--- config.mk ---
export PLATFORM = sky130hd
export DESIGN_NAME = tolk_regs
export DESIGN_NICKNAME = d
export VERILOG_FILES = /design/src/tolk_pkg.sv /design/src/tolk_regs.sv
export SDC_FILE = /design/constraint.sdc
export NUM_CORES = 1
export LEC_CHECK = 0
export BUFFER_PORTS_ARGS = -buffer_cell sky130_fd_sc_hd__buf_2
export CORE_MARGIN = 2
export CORE_UTILIZATION = 25
export CTS_BUF_LIST = sky130_fd_sc_hd__clkbuf_8
export CTS_CLUSTER_DIAMETER = 30
export DETAILED_ROUTE_END_ITERATION = 16
export PLACE_DENSITY = 0.57
export SYNTH_ARGS = -nofsm -noshare
export SYNTH_HDL_FRONTEND = slang
export SYNTH_SLANG_ARGS = --single-unit
--- constraint.sdc ---
create_clock -name clk_sys_i -period 2.7 [get_ports clk_sys_i]
set_clock_uncertainty 0.15 [all_clocks]
set_input_delay 0.27 -clock clk_sys_i [delete_from_list [all_inputs] [get_ports clk_sys_i]]
set_output_delay 0.27 -clock clk_sys_i [all_outputs]
set_load 0.1 [all_outputs]
--- src/tolk_pkg.sv ---
// tolk_pkg: register offsets, field positions, reset values and types
// for the trace save-lock and identification register bank.
// assumes: 32-bit plain register port, word offsets chosen locally.
package tolk_pkg;
	localparam int          TOLK_AW           = 8;
	localparam int          TOLK_DW           = 32;
	// register byte offsets
	localparam logic [7:0]  OFF_VIRTUAL_MACHINE_ID_CMP      = 8'h00;
	localparam logic [7:0]  OFF_ID_EXT        = 8'h04;
	localparam logic [7:0]  OFF_LOCK_KEY      = 8'h08;
	localparam logic [7:0]  OFF_LOCK_STATUS   = 8'h0c;
	localparam logic [7:0]  OFF_TRACE_CTRL    = 8'h10;
	localparam logic [7:0]  OFF_SEQ_COUNT     = 8'h14;
	// key value that sets the lock
	localparam logic [31:0] LOCK_KEY_VALUE    = 32'hc5acce55;
	// field positions
	localparam int          VIRTUAL_MACHINE_ID_W            = 8;
	localparam int          IDX_SWAP_ORDER    = 1;
	localparam int          IDX_ERET_ORDER    = 0;
	localparam int          IDX_LOCK_PD_HI    = 3;
	localparam int          IDX_LOCK_WIDE     = 2;
	localparam int          IDX_LOCK_SET      = 1;
	localparam int          IDX_LOCK_PD_LO    = 0;
	// reset values
	localparam logic [7:0]  VIRTUAL_MACHINE_ID_RESET        = 8'h00;
	localparam logic [31:0] TRACE_CTRL_RESET  = 32'h00000000;
	localparam logic [7:0]  SEQ_START         = 8'h00;
	localparam logic        LOCK_RESET        = 1'b1;
	localparam logic [31:0] ZERO_WORD         = 32'h00000000;

	// one register port request
	typedef struct packed {
		logic [7:0]  addr;
		logic [31:0] wdata;
		logic        wr;
		logic        rd;
	} tolk_req_t;

	// one register port answer
	typedef struct packed {
		logic [31:0] rdata;
		logic        valid;
		logic        error;
	} tolk_rsp_t;
endpackage

--- src/tolk_regs.sv ---
// tolk_regs: save-lock, lock status, vm id compare and id extension regs.
// assumes: one 20 MHz clock, synchronous active-high reset, master that
// never overlaps read and write strobes and expects data one cycle later.
`timescale 1ns/1ps
`default_nettype none

module tolk_regs
	import tolk_pkg::*;
#(
	parameter bit          HAS_LOCK     = 1'b1,
	parameter bit          HAS_VIRT     = 1'b1,
	parameter bit          SWAP_ORDER   = 1'b0,
	parameter bit          ERET_ORDER   = 1'b0,
	parameter bit          PD_LEVEL_HI  = 1'b0,
	parameter bit          PD_LEVEL_LO  = 1'b1
) (
	input  wire logic        clk_sys_i,
	input  wire logic        reset_i,
	input  wire logic [7:0]  addr_i,
	input  wire logic [31:0] wdata_i,
	input  wire logic        wr_i,
	input  wire logic        rd_i,
	input  wire logic        seq_step_i,
	input  wire logic        powered_down_i,
	input  wire logic [7:0]  virtual_machine_id_current_i,
	output logic      [31:0] rdata_o,
	output logic             rvalid_o,
	output logic             error_o,
	output logic             lock_o,
	output logic      [7:0]  seq_count_o,
	output logic      [31:0] trace_ctrl_o,
	output logic             virtual_machine_id_match_o
);

	// ***********************************************************
	// behaviour notes
	// ***********************************************************
	// the lock guards only vm id and trace ctrl; the key, status,
	//   id ext and counter offsets stay reachable while locked
	// any non-key write to the key offset unlocks, so a stray
	//   write there opens the trace registers again
	// reset always leaves the lock set; software unlocks first
	// the sequence counter is 8 bits and wraps; longer save or
	//   restore sequences are not tracked past that
	// the locked bit shows its real value while powered down,
	//   although software may not rely on it then
	// the key needs a full 32-bit write; there are no byte lanes
	// answers come exactly one cycle after the strobe, never stalled
	// read data is zero in every cycle that answers no read
	// unmapped offsets read zero and ignore writes, with no error
	// an unlocked bank answers every access without error
	// the compare result lags the id inputs by one cycle
	// identification fields and the status power-down bits are fixed by parameters
	// the powered-down input only holds the compare result off

	// ***********************************************************
	// register state
	// ***********************************************************
	// lock state, set by the key and by reset
	logic        lock_ff;
	logic        nxt_lock;
	// save/restore sequence counter
	logic [7:0]  seq_ff;
	logic [7:0]  nxt_seq;
	// stored virtual machine id for the exact compare
	logic [7:0]  virtual_machine_id_ff;
	logic [7:0]  nxt_virtual_machine_id;
	// stand-in trace register guarded by the lock
	logic [31:0] ctrl_ff;
	logic [31:0] nxt_ctrl;
	// registered compare result
	logic        match_ff;
	logic        nxt_match;
	// registered answer: read data, valid, error
	tolk_rsp_t   rsp_ff;
	tolk_rsp_t   nxt_rsp;

	// ***********************************************************
	// request decode
	// ***********************************************************
	tolk_req_t req;
	logic      sel_virtual_machine_id;
	logic      sel_id_ext;
	logic      sel_key;
	logic      sel_status;
	logic      sel_ctrl;
	logic      sel_seq;
	logic      any_access;
	logic      is_trace_reg;
	logic      refused;
	logic      key_write;
	logic      reg_write;

	// gather the port into one request word
	assign req = '{addr: addr_i, wdata: wdata_i, wr: wr_i, rd: rd_i};

	// one select per register offset
	always_comb begin
		sel_virtual_machine_id   = (req.addr == OFF_VIRTUAL_MACHINE_ID_CMP);
		sel_id_ext = (req.addr == OFF_ID_EXT);
		sel_key    = (req.addr == OFF_LOCK_KEY);
		sel_status = (req.addr == OFF_LOCK_STATUS);
		sel_ctrl   = (req.addr == OFF_TRACE_CTRL);
		sel_seq    = (req.addr == OFF_SEQ_COUNT);
	end

	// trace registers are the ones the lock guards; the key register
	// itself stays open so that software can always unlock
	always_comb begin
		any_access   = req.wr || req.rd;
		is_trace_reg = sel_virtual_machine_id || sel_ctrl;
		refused      = any_access && is_trace_reg && lock_ff;
		key_write    = req.wr && sel_key;
		reg_write    = req.wr && !refused;
	end

	// ***********************************************************
	// save-lock and sequence counter
	// ***********************************************************
	// the counter only steps while locked; a key write in the same
	// cycle wins, so every save or restore starts from zero
	always_comb begin
		nxt_lock = lock_ff;
		nxt_seq  = seq_ff;
		if (lock_ff && seq_step_i) begin
			nxt_seq = seq_ff + 8'h01; // save/restore step while locked
		end
		if (key_write) begin
			if (HAS_LOCK) begin
				nxt_lock = (req.wdata == LOCK_KEY_VALUE);
			end
			nxt_seq = SEQ_START;
		end
	end

	// lock comes out of reset set, so vm id and trace ctrl refuse access before software asks
	always_ff @(posedge clk_sys_i) begin
		if (reset_i) begin
			lock_ff <= HAS_LOCK ? LOCK_RESET : 1'b0;
			seq_ff  <= SEQ_START;
		end else begin
			lock_ff <= nxt_lock;
			seq_ff  <= nxt_seq;
		end
	end

	// ***********************************************************
	// trace registers
	// ***********************************************************
	// only vm id and trace ctrl take writes; id ext, status and the
	// sequence counter ignore them, and a refused write is dropped
	always_comb begin
		nxt_virtual_machine_id = virtual_machine_id_ff;
		nxt_ctrl = ctrl_ff;
		if (reg_write && sel_virtual_machine_id && HAS_VIRT) begin
			nxt_virtual_machine_id = req.wdata[VIRTUAL_MACHINE_ID_W-1:0];
		end
		if (reg_write && sel_ctrl) begin
			nxt_ctrl = req.wdata;
		end
	end

	// trace register flops
	always_ff @(posedge clk_sys_i) begin
		if (reset_i) begin
			virtual_machine_id_ff <= VIRTUAL_MACHINE_ID_RESET;
			ctrl_ff <= TRACE_CTRL_RESET;
		end else begin
			virtual_machine_id_ff <= nxt_virtual_machine_id;
			ctrl_ff <= nxt_ctrl;
		end
	end

	// ***********************************************************
	// virtual machine id compare
	// ***********************************************************
	// exact compare with no mask, held off while powered down
	always_comb begin
		nxt_match = 1'b0;
		if (HAS_VIRT && !powered_down_i) begin
			nxt_match = (virtual_machine_id_current_i == virtual_machine_id_ff);
		end
	end

	// compare result flop, one cycle behind the inputs
	always_ff @(posedge clk_sys_i) begin
		if (reset_i) begin
			match_ff <= 1'b0;
		end else begin
			match_ff <= nxt_match;
		end
	end

	// ***********************************************************
	// read words
	// ***********************************************************
	logic [31:0] status_word;
	logic [31:0] id_ext_word;
	logic [31:0] virtual_machine_id_word;
	logic [31:0] seq_word;

	// lock status word; without the lock it is all zero, which is
	// how software finds out that locking is absent
	always_comb begin
		status_word = ZERO_WORD;
		if (HAS_LOCK) begin
			status_word[IDX_LOCK_PD_HI] = PD_LEVEL_HI;
			status_word[IDX_LOCK_PD_LO] = PD_LEVEL_LO;
			status_word[IDX_LOCK_WIDE]  = 1'b0;
			status_word[IDX_LOCK_SET]   = lock_ff;
		end else begin
			status_word = ZERO_WORD;
		end
	end

	// identification extension word, fixed transfer orders
	always_comb begin
		id_ext_word                 = ZERO_WORD;
		id_ext_word[IDX_SWAP_ORDER] = SWAP_ORDER;
		id_ext_word[IDX_ERET_ORDER] = ERET_ORDER;
	end

	// narrow registers widened to a word, upper bits zero
	always_comb begin
		virtual_machine_id_word = ZERO_WORD;
		seq_word  = ZERO_WORD;
		if (HAS_VIRT) begin
			virtual_machine_id_word[VIRTUAL_MACHINE_ID_W-1:0] = virtual_machine_id_ff;
		end
		seq_word[7:0] = seq_ff;
	end

	// ***********************************************************
	// read mux and answer
	// ***********************************************************
	// answer for the next cycle; a refused access reads zero
	always_comb begin
		nxt_rsp       = '{rdata: ZERO_WORD, valid: 1'b0, error: 1'b0};
		nxt_rsp.valid = req.rd;
		nxt_rsp.error = refused;
		if (req.rd && !refused) begin
			if (sel_virtual_machine_id) begin
				nxt_rsp.rdata = virtual_machine_id_word;
			end else if (sel_id_ext) begin
				nxt_rsp.rdata = id_ext_word;
			end else if (sel_key) begin
				nxt_rsp.rdata = ZERO_WORD;
			end else if (sel_status) begin
				nxt_rsp.rdata = status_word;
			end else if (sel_ctrl) begin
				nxt_rsp.rdata = ctrl_ff;
			end else if (sel_seq) begin
				nxt_rsp.rdata = seq_word;
			end else begin
				nxt_rsp.rdata = ZERO_WORD; // unmapped reads zero
			end
		end
	end

	// answer flops; each field stands for one cycle only
	always_ff @(posedge clk_sys_i) begin
		if (reset_i) begin
			rsp_ff <= '{rdata: ZERO_WORD, valid: 1'b0, error: 1'b0};
		end else begin
			rsp_ff <= nxt_rsp;
		end
	end

	// ***********************************************************
	// outputs
	// ***********************************************************
	// every output straight from a flop
	assign rdata_o      = rsp_ff.rdata;
	assign rvalid_o     = rsp_ff.valid;
	assign error_o      = rsp_ff.error;
	assign lock_o       = lock_ff;
	assign seq_count_o  = seq_ff;
	assign trace_ctrl_o = ctrl_ff;
	assign virtual_machine_id_match_o = match_ff;

endmodule

`default_nettype wire

==> impl_metrics.tcl, run 1 <==
set metrics [dict create \
    dp_hpwl_um 6801 \
    htreeDepth 3 \
    swShare_pct 24.43 \
    synthCells 352 \
    synth.most_common_cell "dfxtp_1" \
    dieArea_sq_um 13810 \
    core_area_sq_um 12620 \
    ys_seq_elements 84 \
    critPathMaxFanout 13 \
    nets 561 \
    fin_cells 683 \
    io_buffer_count 129 \
    clk_pin_slew_worst_paths_ns 0.09 \
    fin_crit_ns 2.011 \
    antenna_found_initial 0 \
    worstSetupEndpointType "output port" \
    num_io_pins 130 \
    overflow 0 \
    rows 41 \
    ant_nets 0 \
    synthArstFlopShare_pct 0 \
    fillCellCount 1332 \
    synth_top_area_share_pct 52.21 \
    p_leak_nw 1.958 \
    cts_resized 0 \
    grt_pass1_vias 2879 \
    grt_pass1_wl_um 14870 \
    syn_avg_cell_area_sq_um 9.149 \
    area_growth_pct 39.98 \
    fin_area_sq_um 4508 \
    cts-root-buf "clkbuf_8" \
    hp-class "input port to register" \
    place_area_sq_um 4015 \
    routedWlPerCell_um 13.97 \
    timing.final.crit_share_pct 74.50 \
    ys_types 40 \
    start_kind "register" \
    rr_endpoint "trace_ctrl_o[4]" \
    finalMaxSlewViolations 0 \
    min_delay_path_depth 3 \
    crit_type "register to output port" \
    peakVddDrop_mv 0.2574 \
    post_cts_buffers 0 \
    ys.flop_type "dfxtp_1" \
    finalHoldViolCount 0 \
    drt-pass1-iter-count 4 \
    rsz0062_at_grt "false" \
    syn_area_sq_um 3221 \
    critical_path.slowest_cell "dfxtp_1" \
    ys_warn_count 0 \
    setup_violations 0 \
    numCtsBuffers 9 \
    cts_sinks 84 \
    hp-start "wdata_i[3]" \
    grt_max_degree 45 \
    p_sw_uw 572.0 \
    pwr_density_cell_nw_per_um2 519.5 \
    drt_iter0_drc 164 \
    vias 2950 \
    max_cap_violations 0 \
    reg2regPathDepth 4 \
    fmax_mhz 497.2 \
    worstSetupStartpoint "lock_o" \
    internal_power_mw 1.770 \
    comb_power_share_pct 7.7 \
    initial_core_util_pct 25.52 \
    synth_common_cells "dfxtp_1 (84), nand2_1 (70), a21oi_1 (36), nor2_1 (27), and2_1 (24)" \
    hold_path_end "trace_ctrl_o[3]" \
    reg2reg_slack_ns 0.90 \
    clock_latency_ns 0.38 \
    worst_slew_pin_slew_ns 0.5424 \
    clock_path_buffers 2 \
    crit_buf_inv 1 \
    die_x_um 117.5 \
    synth_top_area_cell "dfxtp_1" \
    tns_ns 0 \
    grtUsageTotal_pct 13.95 \
    max_stage_delay_ns 0.67 \
    status "finished clean" \
    finalWirelength_um 9542 \
    path_cells "buf_2" \
    p_seq_share_pct 53.3 \
    vias_per_cell 4.319 \
    timing.rr.start "lock_o" \
    tritoncts "built" \
    yosysSeqAreaShare_pct 52.21 \
    gp_congestion 0.7890 \
    syn_nets 407 \
    die_h_um 117.5 \
    drive_gt1_share_pct 31.90 \
    synth_edf_count 0 \
    drc 0 \
    pwr-share-clk_pct 39.0 \
    n_antenna_cell 0 \
    worst_ep_arrival_time_ns 1.59 \
    cp_top_family "flip-flops" \
    synth_area_leaders "dfxtp_1 (52%), nand2_1 (8.2%), a21oi_1 (5.6%)" \
    dp_cells 638 \
    slew_headroom_pct 63.79 \
    crit_required_ns 2.28 \
]
routing by layer:
metal / global-route usage, % / routed length [um] / up-vias
met3: 5.426 / 601 / 11
met2: 22.55 / 4469 / 96
met1: 16.80 / 4314 / 1354
met5: 0 / 0 / -
met4: 5.196 / 157 / 0
li1: - / - / 1489
worst max-delay path by stage:
| stage | slack, ns | depth (start not counted) | end |
|---|---|---|---|
| floorplan | 0.45 | 5 | seq_count_o[5] |
| global placement | 0.53 | 6 | trace_ctrl_o[4] |
| detailed placement | 0.52 | 6 | trace_ctrl_o[9] |
| CTS | 0.66 | 1 | lock_o |
| global route | 0.59 | 1 | lock_o |
| finish | 0.69 | 1 | lock_o |
cell type report:
| type | instances | area [sq um] | area share (%) |
|---|---|---|---|
| Sequential cell | 84 | 1682 | 37.30 |
| Timing Repair Buffer | 165 | 988.4 | 21.93 |
| Inverter | 2 | 7.507 | 0.1665 |
| Clock inverter | 6 | 65.06 | 1.443 |
| Tap cell | 172 | 215.2 | 4.774 |
| Clock buffer | 10 | 137.6 | 3.053 |
| Multi-Input combinational cell | 244 | 1413 | 31.33 |
cell families after synthesis:
kind of cell               after synthesis  synth area share, %
AOI/OAI and AO/OA                       48                8.236
xor gates and xnor gates                15                4.079
adders and majority gates                1               0.3884
buffers and inverters                   24                4.196
DFF                                     84                52.21
muxes                                   15                4.895
and+or+nand+nor                        165                25.99
what timing repair did:
item                                    in CTS  in global routing
endpoints found under the hold margin       29                  0
hold buffers                                29                  0
endpoints found under the setup margin       0                  0
power groups by stage:
stage	logic, mW	clock network (mW)	registers (mW)
final	0.180	0.912	1.25
after global routing	0.193	1.00	1.25
after CTS	0.179	0.947	1.25
after detailed placement	0.146	0	1.28
after global placement	0.144	0	1.28
after floorplan	0.0498	0	1.30
placed cells by master, fill, tap and decap left out, drive strengths merged, types with 4 or more instances in the layout:
cell type / instances
buf: 136
dfxtp: 84
nand2: 70
a21oi: 36
dlygate4sd3: 29
nor2: 28
and2: 24
xor2: 11
clkbuf: 10
mux2i: 9
nand3: 8
nand4: 7
mux2: 6
a22oi: 6
nor4: 6
xnor2: 4
registers in the layout, indices dropped and copies added, names as in the netlist:
| signal | flops |
|---|---|
| error_o | 1 |
| lock_o | 1 |
| rdata_o | 32 |
| rvalid_o | 1 |
| seq_count_o | 8 |
| trace_ctrl_o | 32 |
| virtual_machine_id_ff | 8 |
| virtual_machine_id_match_o | 1 |
through the flow:
step	hold WS [ns]	util [%]	power [mW]	worst slack, ns
after floorplan	0.1968	-	1.355	0.4482
after global placement	0.2912	31.82	1.422	0.5321
after detailed placement	0.2982	31.82	1.424	0.5156
after CTS	0.001923	35.72	2.375	0.6606
after global routing	0.005689	35.72	2.443	0.5855
final	0.02668	35.72	2.342	0.6886
No activity file was read; power rests on OpenSTA's default activity.
==> run 2: changes to the inputs <==
==> constraint.sdc (replaced) <==
create_clock -name clk_sys_i -period 2.1 [get_ports clk_sys_i]
set_clock_uncertainty 0.15 [all_clocks]
set_input_delay 0.21 -clock clk_sys_i [delete_from_list [all_inputs] [get_ports clk_sys_i]]
set_output_delay 0.21 -clock clk_sys_i [all_outputs]
set_load 0.1 [all_outputs]
==> run 2 against run 1 <==
Net effect:
- global-route usage up 0.65 points
- utilization is 1.8 points higher
- clock power is 41% higher
- clock-buffer cell count down 1
- sequential share of layout area down 1.7 points
- wire length rose by 3.2%
- power rose by 35%
- sequential power grew 29%
- combinational power up 39%
- final cell count up 2.6%
- non-clock buffer count is 18 higher
- worst hold slack got worse by 0.0088 ns
- critical endpoint is now trace_ctrl_o[15]
==> impl_metrics.tcl, run 2 (synthesis results as in run 1) <==
set metrics [dict create \
    htreeDepth 3 \
    timing.rr.start "lock_o" \
    clock_latency_ns 0.36 \
    crit_required_ns 2.18 \
    status "finished clean" \
    worst_ep_arrival_time_ns 2.13 \
    io_buffer_count 129 \
    rows 41 \
    grt_pass1_wl_um 15810 \
    start_kind "input port" \
    hp-start "virtual_machine_id_current_i[6]" \
    fin_cells 701 \
    hp-class "input port to register" \
    tns_ns 0 \
    dp_hpwl_um 7137 \
    setup_violations 0 \
    dieArea_sq_um 13810 \
    cts-root-buf "clkbuf_8" \
    core_area_sq_um 12620 \
    tritoncts "built" \
    initial_core_util_pct 25.52 \
    rr_endpoint "trace_ctrl_o[15]" \
    numCtsBuffers 9 \
    hold_path_end "virtual_machine_id_match_o" \
    p_leak_nw 2.058 \
    finalPower_mw 3.150 \
    place_area_sq_um 4114 \
    post_cts_buffers 0 \
    max_stage_delay_ns 0.53 \
    finalWirelength_um 9849 \
    overflow 0 \
    routedWlPerCell_um 14.05 \
    grt_max_degree 45 \
    num_io_pins 130 \
    clock_path_buffers 2 \
    critPathMaxFanout 19 \
    fmax_mhz 489.9 \
    grt_pass1_vias 3100 \
    drive_gt1_share_pct 32.89 \
    fin_area_sq_um 4733 \
    peakVddDrop_mv 0.2139 \
    path_cells "dlygate4sd3_1 -> buf_2 -> or3_1 -> or4_1 -> buf_4 -> nand2_1 -> a21oi_1" \
    die_h_um 117.5 \
    slew_headroom_pct 64.86 \
    timing.final.crit_share_pct 97.19 \
    critical_path.slowest_cell "dlygate4sd3_1" \
    reg2reg_slack_ns 0.48 \
    vias_per_cell 4.315 \
    worst_slew_pin_slew_ns 0.5308 \
    n_antenna_cell 0 \
    crit_type "input port to register" \
    max_cap_violations 0 \
    die_x_um 117.5 \
    cts_sinks 84 \
    area_growth_pct 46.97 \
    finalHoldViolCount 0 \
    pwr_density_cell_nw_per_um2 665.5 \
    rsz0062_at_grt "false" \
    nets 579 \
    drt_iter0_drc 172 \
    clk_pin_slew_worst_paths_ns 0.09 \
    drc 0 \
    finalMaxSlewViolations 0 \
    grtUsageTotal_pct 14.60 \
    ant_nets 0 \
    drt-pass1-iter-count 4 \
    worstSetupEndpointType "register" \
    reg2regPathDepth 4 \
    gp_congestion 0.8296 \
    layout_commonest_cell "buf_2" \
    mostFrequentLayoutCells "buf_2 (129), dfxtp_1 (83), nand2_1 (70)" \
    vias 3025 \
    fin_crit_ns 2.041 \
    antenna_found_initial 0 \
    dp_cells 646 \
    min_delay_path_depth 4 \
]
==> run 2: cell types whose count changed in the layout (fill, tap and decap cells not counted), sizes merged <==
| cell | before | now |
|---|---|---|
| dlygate4sd3 | 29 | 39 |
| buf | 136 | 144 |
| clkinv | 1 | 3 |
| clkinvlp | 3 | 1 |
| bufinv | 1 | 2 |
| clkbuf | 10 | 9 |
==> run 2: critical path, delay by kind of cell <==
kind | cells | cell delay, ns
compound gates | 1 | 0.07
buf+inv | 3 | 0.87
simple gates | 3 | 0.96
==> run 2: per-stage QoR <==
| step | setup WS, ns | util, % | hold slack (ns) |
|---|---|---|---|
| after floorplan | 0.02570 | - | 0.1368 |
| after global placement | 0.1050 | 32.60 | 0.2316 |
| after detailed placement | 0.05357 | 32.60 | 0.2291 |
| after CTS | 0.07037 | 37.46 | 0.001587 |
| after global routing | 0.001414 | 37.51 | 0.01508 |
| final | 0.05892 | 37.51 | 0.01785 |
==> run 2: power by group <==
group | internal [mW] | total, mW | switching, mW
logic | 0.117 | 0.251 | 0.133
registers | 1.60 | 1.61 | 0.00949
clock network | 0.676 | 1.29 | 0.618
total | 2.39 | 3.15 | 0.761
==> run 2: how the worst max path moves through the flow <==
stage | from | endpoint | slack (ns) | depth (start not counted)
6_report | addr_i[5] | trace_ctrl_o[15] | 0.06 | 7
5_1_grt | addr_i[5] | trace_ctrl_o[15] | 0.001 | 7
4_1_cts | addr_i[5] | trace_ctrl_o[15] | 0.07 | 7
3_5_place_dp | addr_i[1] | trace_ctrl_o[15] | 0.05 | 6
3_3_place_gp | addr_i[1] | trace_ctrl_o[15] | 0.10 | 6
2_1_floorplan | addr_i[2] | trace_ctrl_o[0] | 0.03 | 8
==> run 2: final cells by class <==
cell class / instances / area (sq um)
Clock buffer: 9 / 123.9
Clock inverter: 7 / 98.84
Fill cell: 1324 / 7886
Inverter: 2 / 7.507
Multi-Input combinational cell: 244 / 1419
Sequential cell: 84 / 1683
Tap cell: 172 / 215.2
Timing Repair Buffer: 183 / 1186
==> run 2: routing by layer <==
metal  track usage (%)  wire [um]  vias up
li1                  -          -     1529
met1             16.73       4328     1384
met2             24.85       4796       97
met3             4.942        531       15
met4             6.175        191        0
met5                 0          0        -
==> run 2: timing repair <==
item / CTS / global route
resized for setup: 0 / 1
hold buffers: 39 / 0
endpoints found under the hold margin: 45 / 0
setup endpoints to repair: 0 / 2
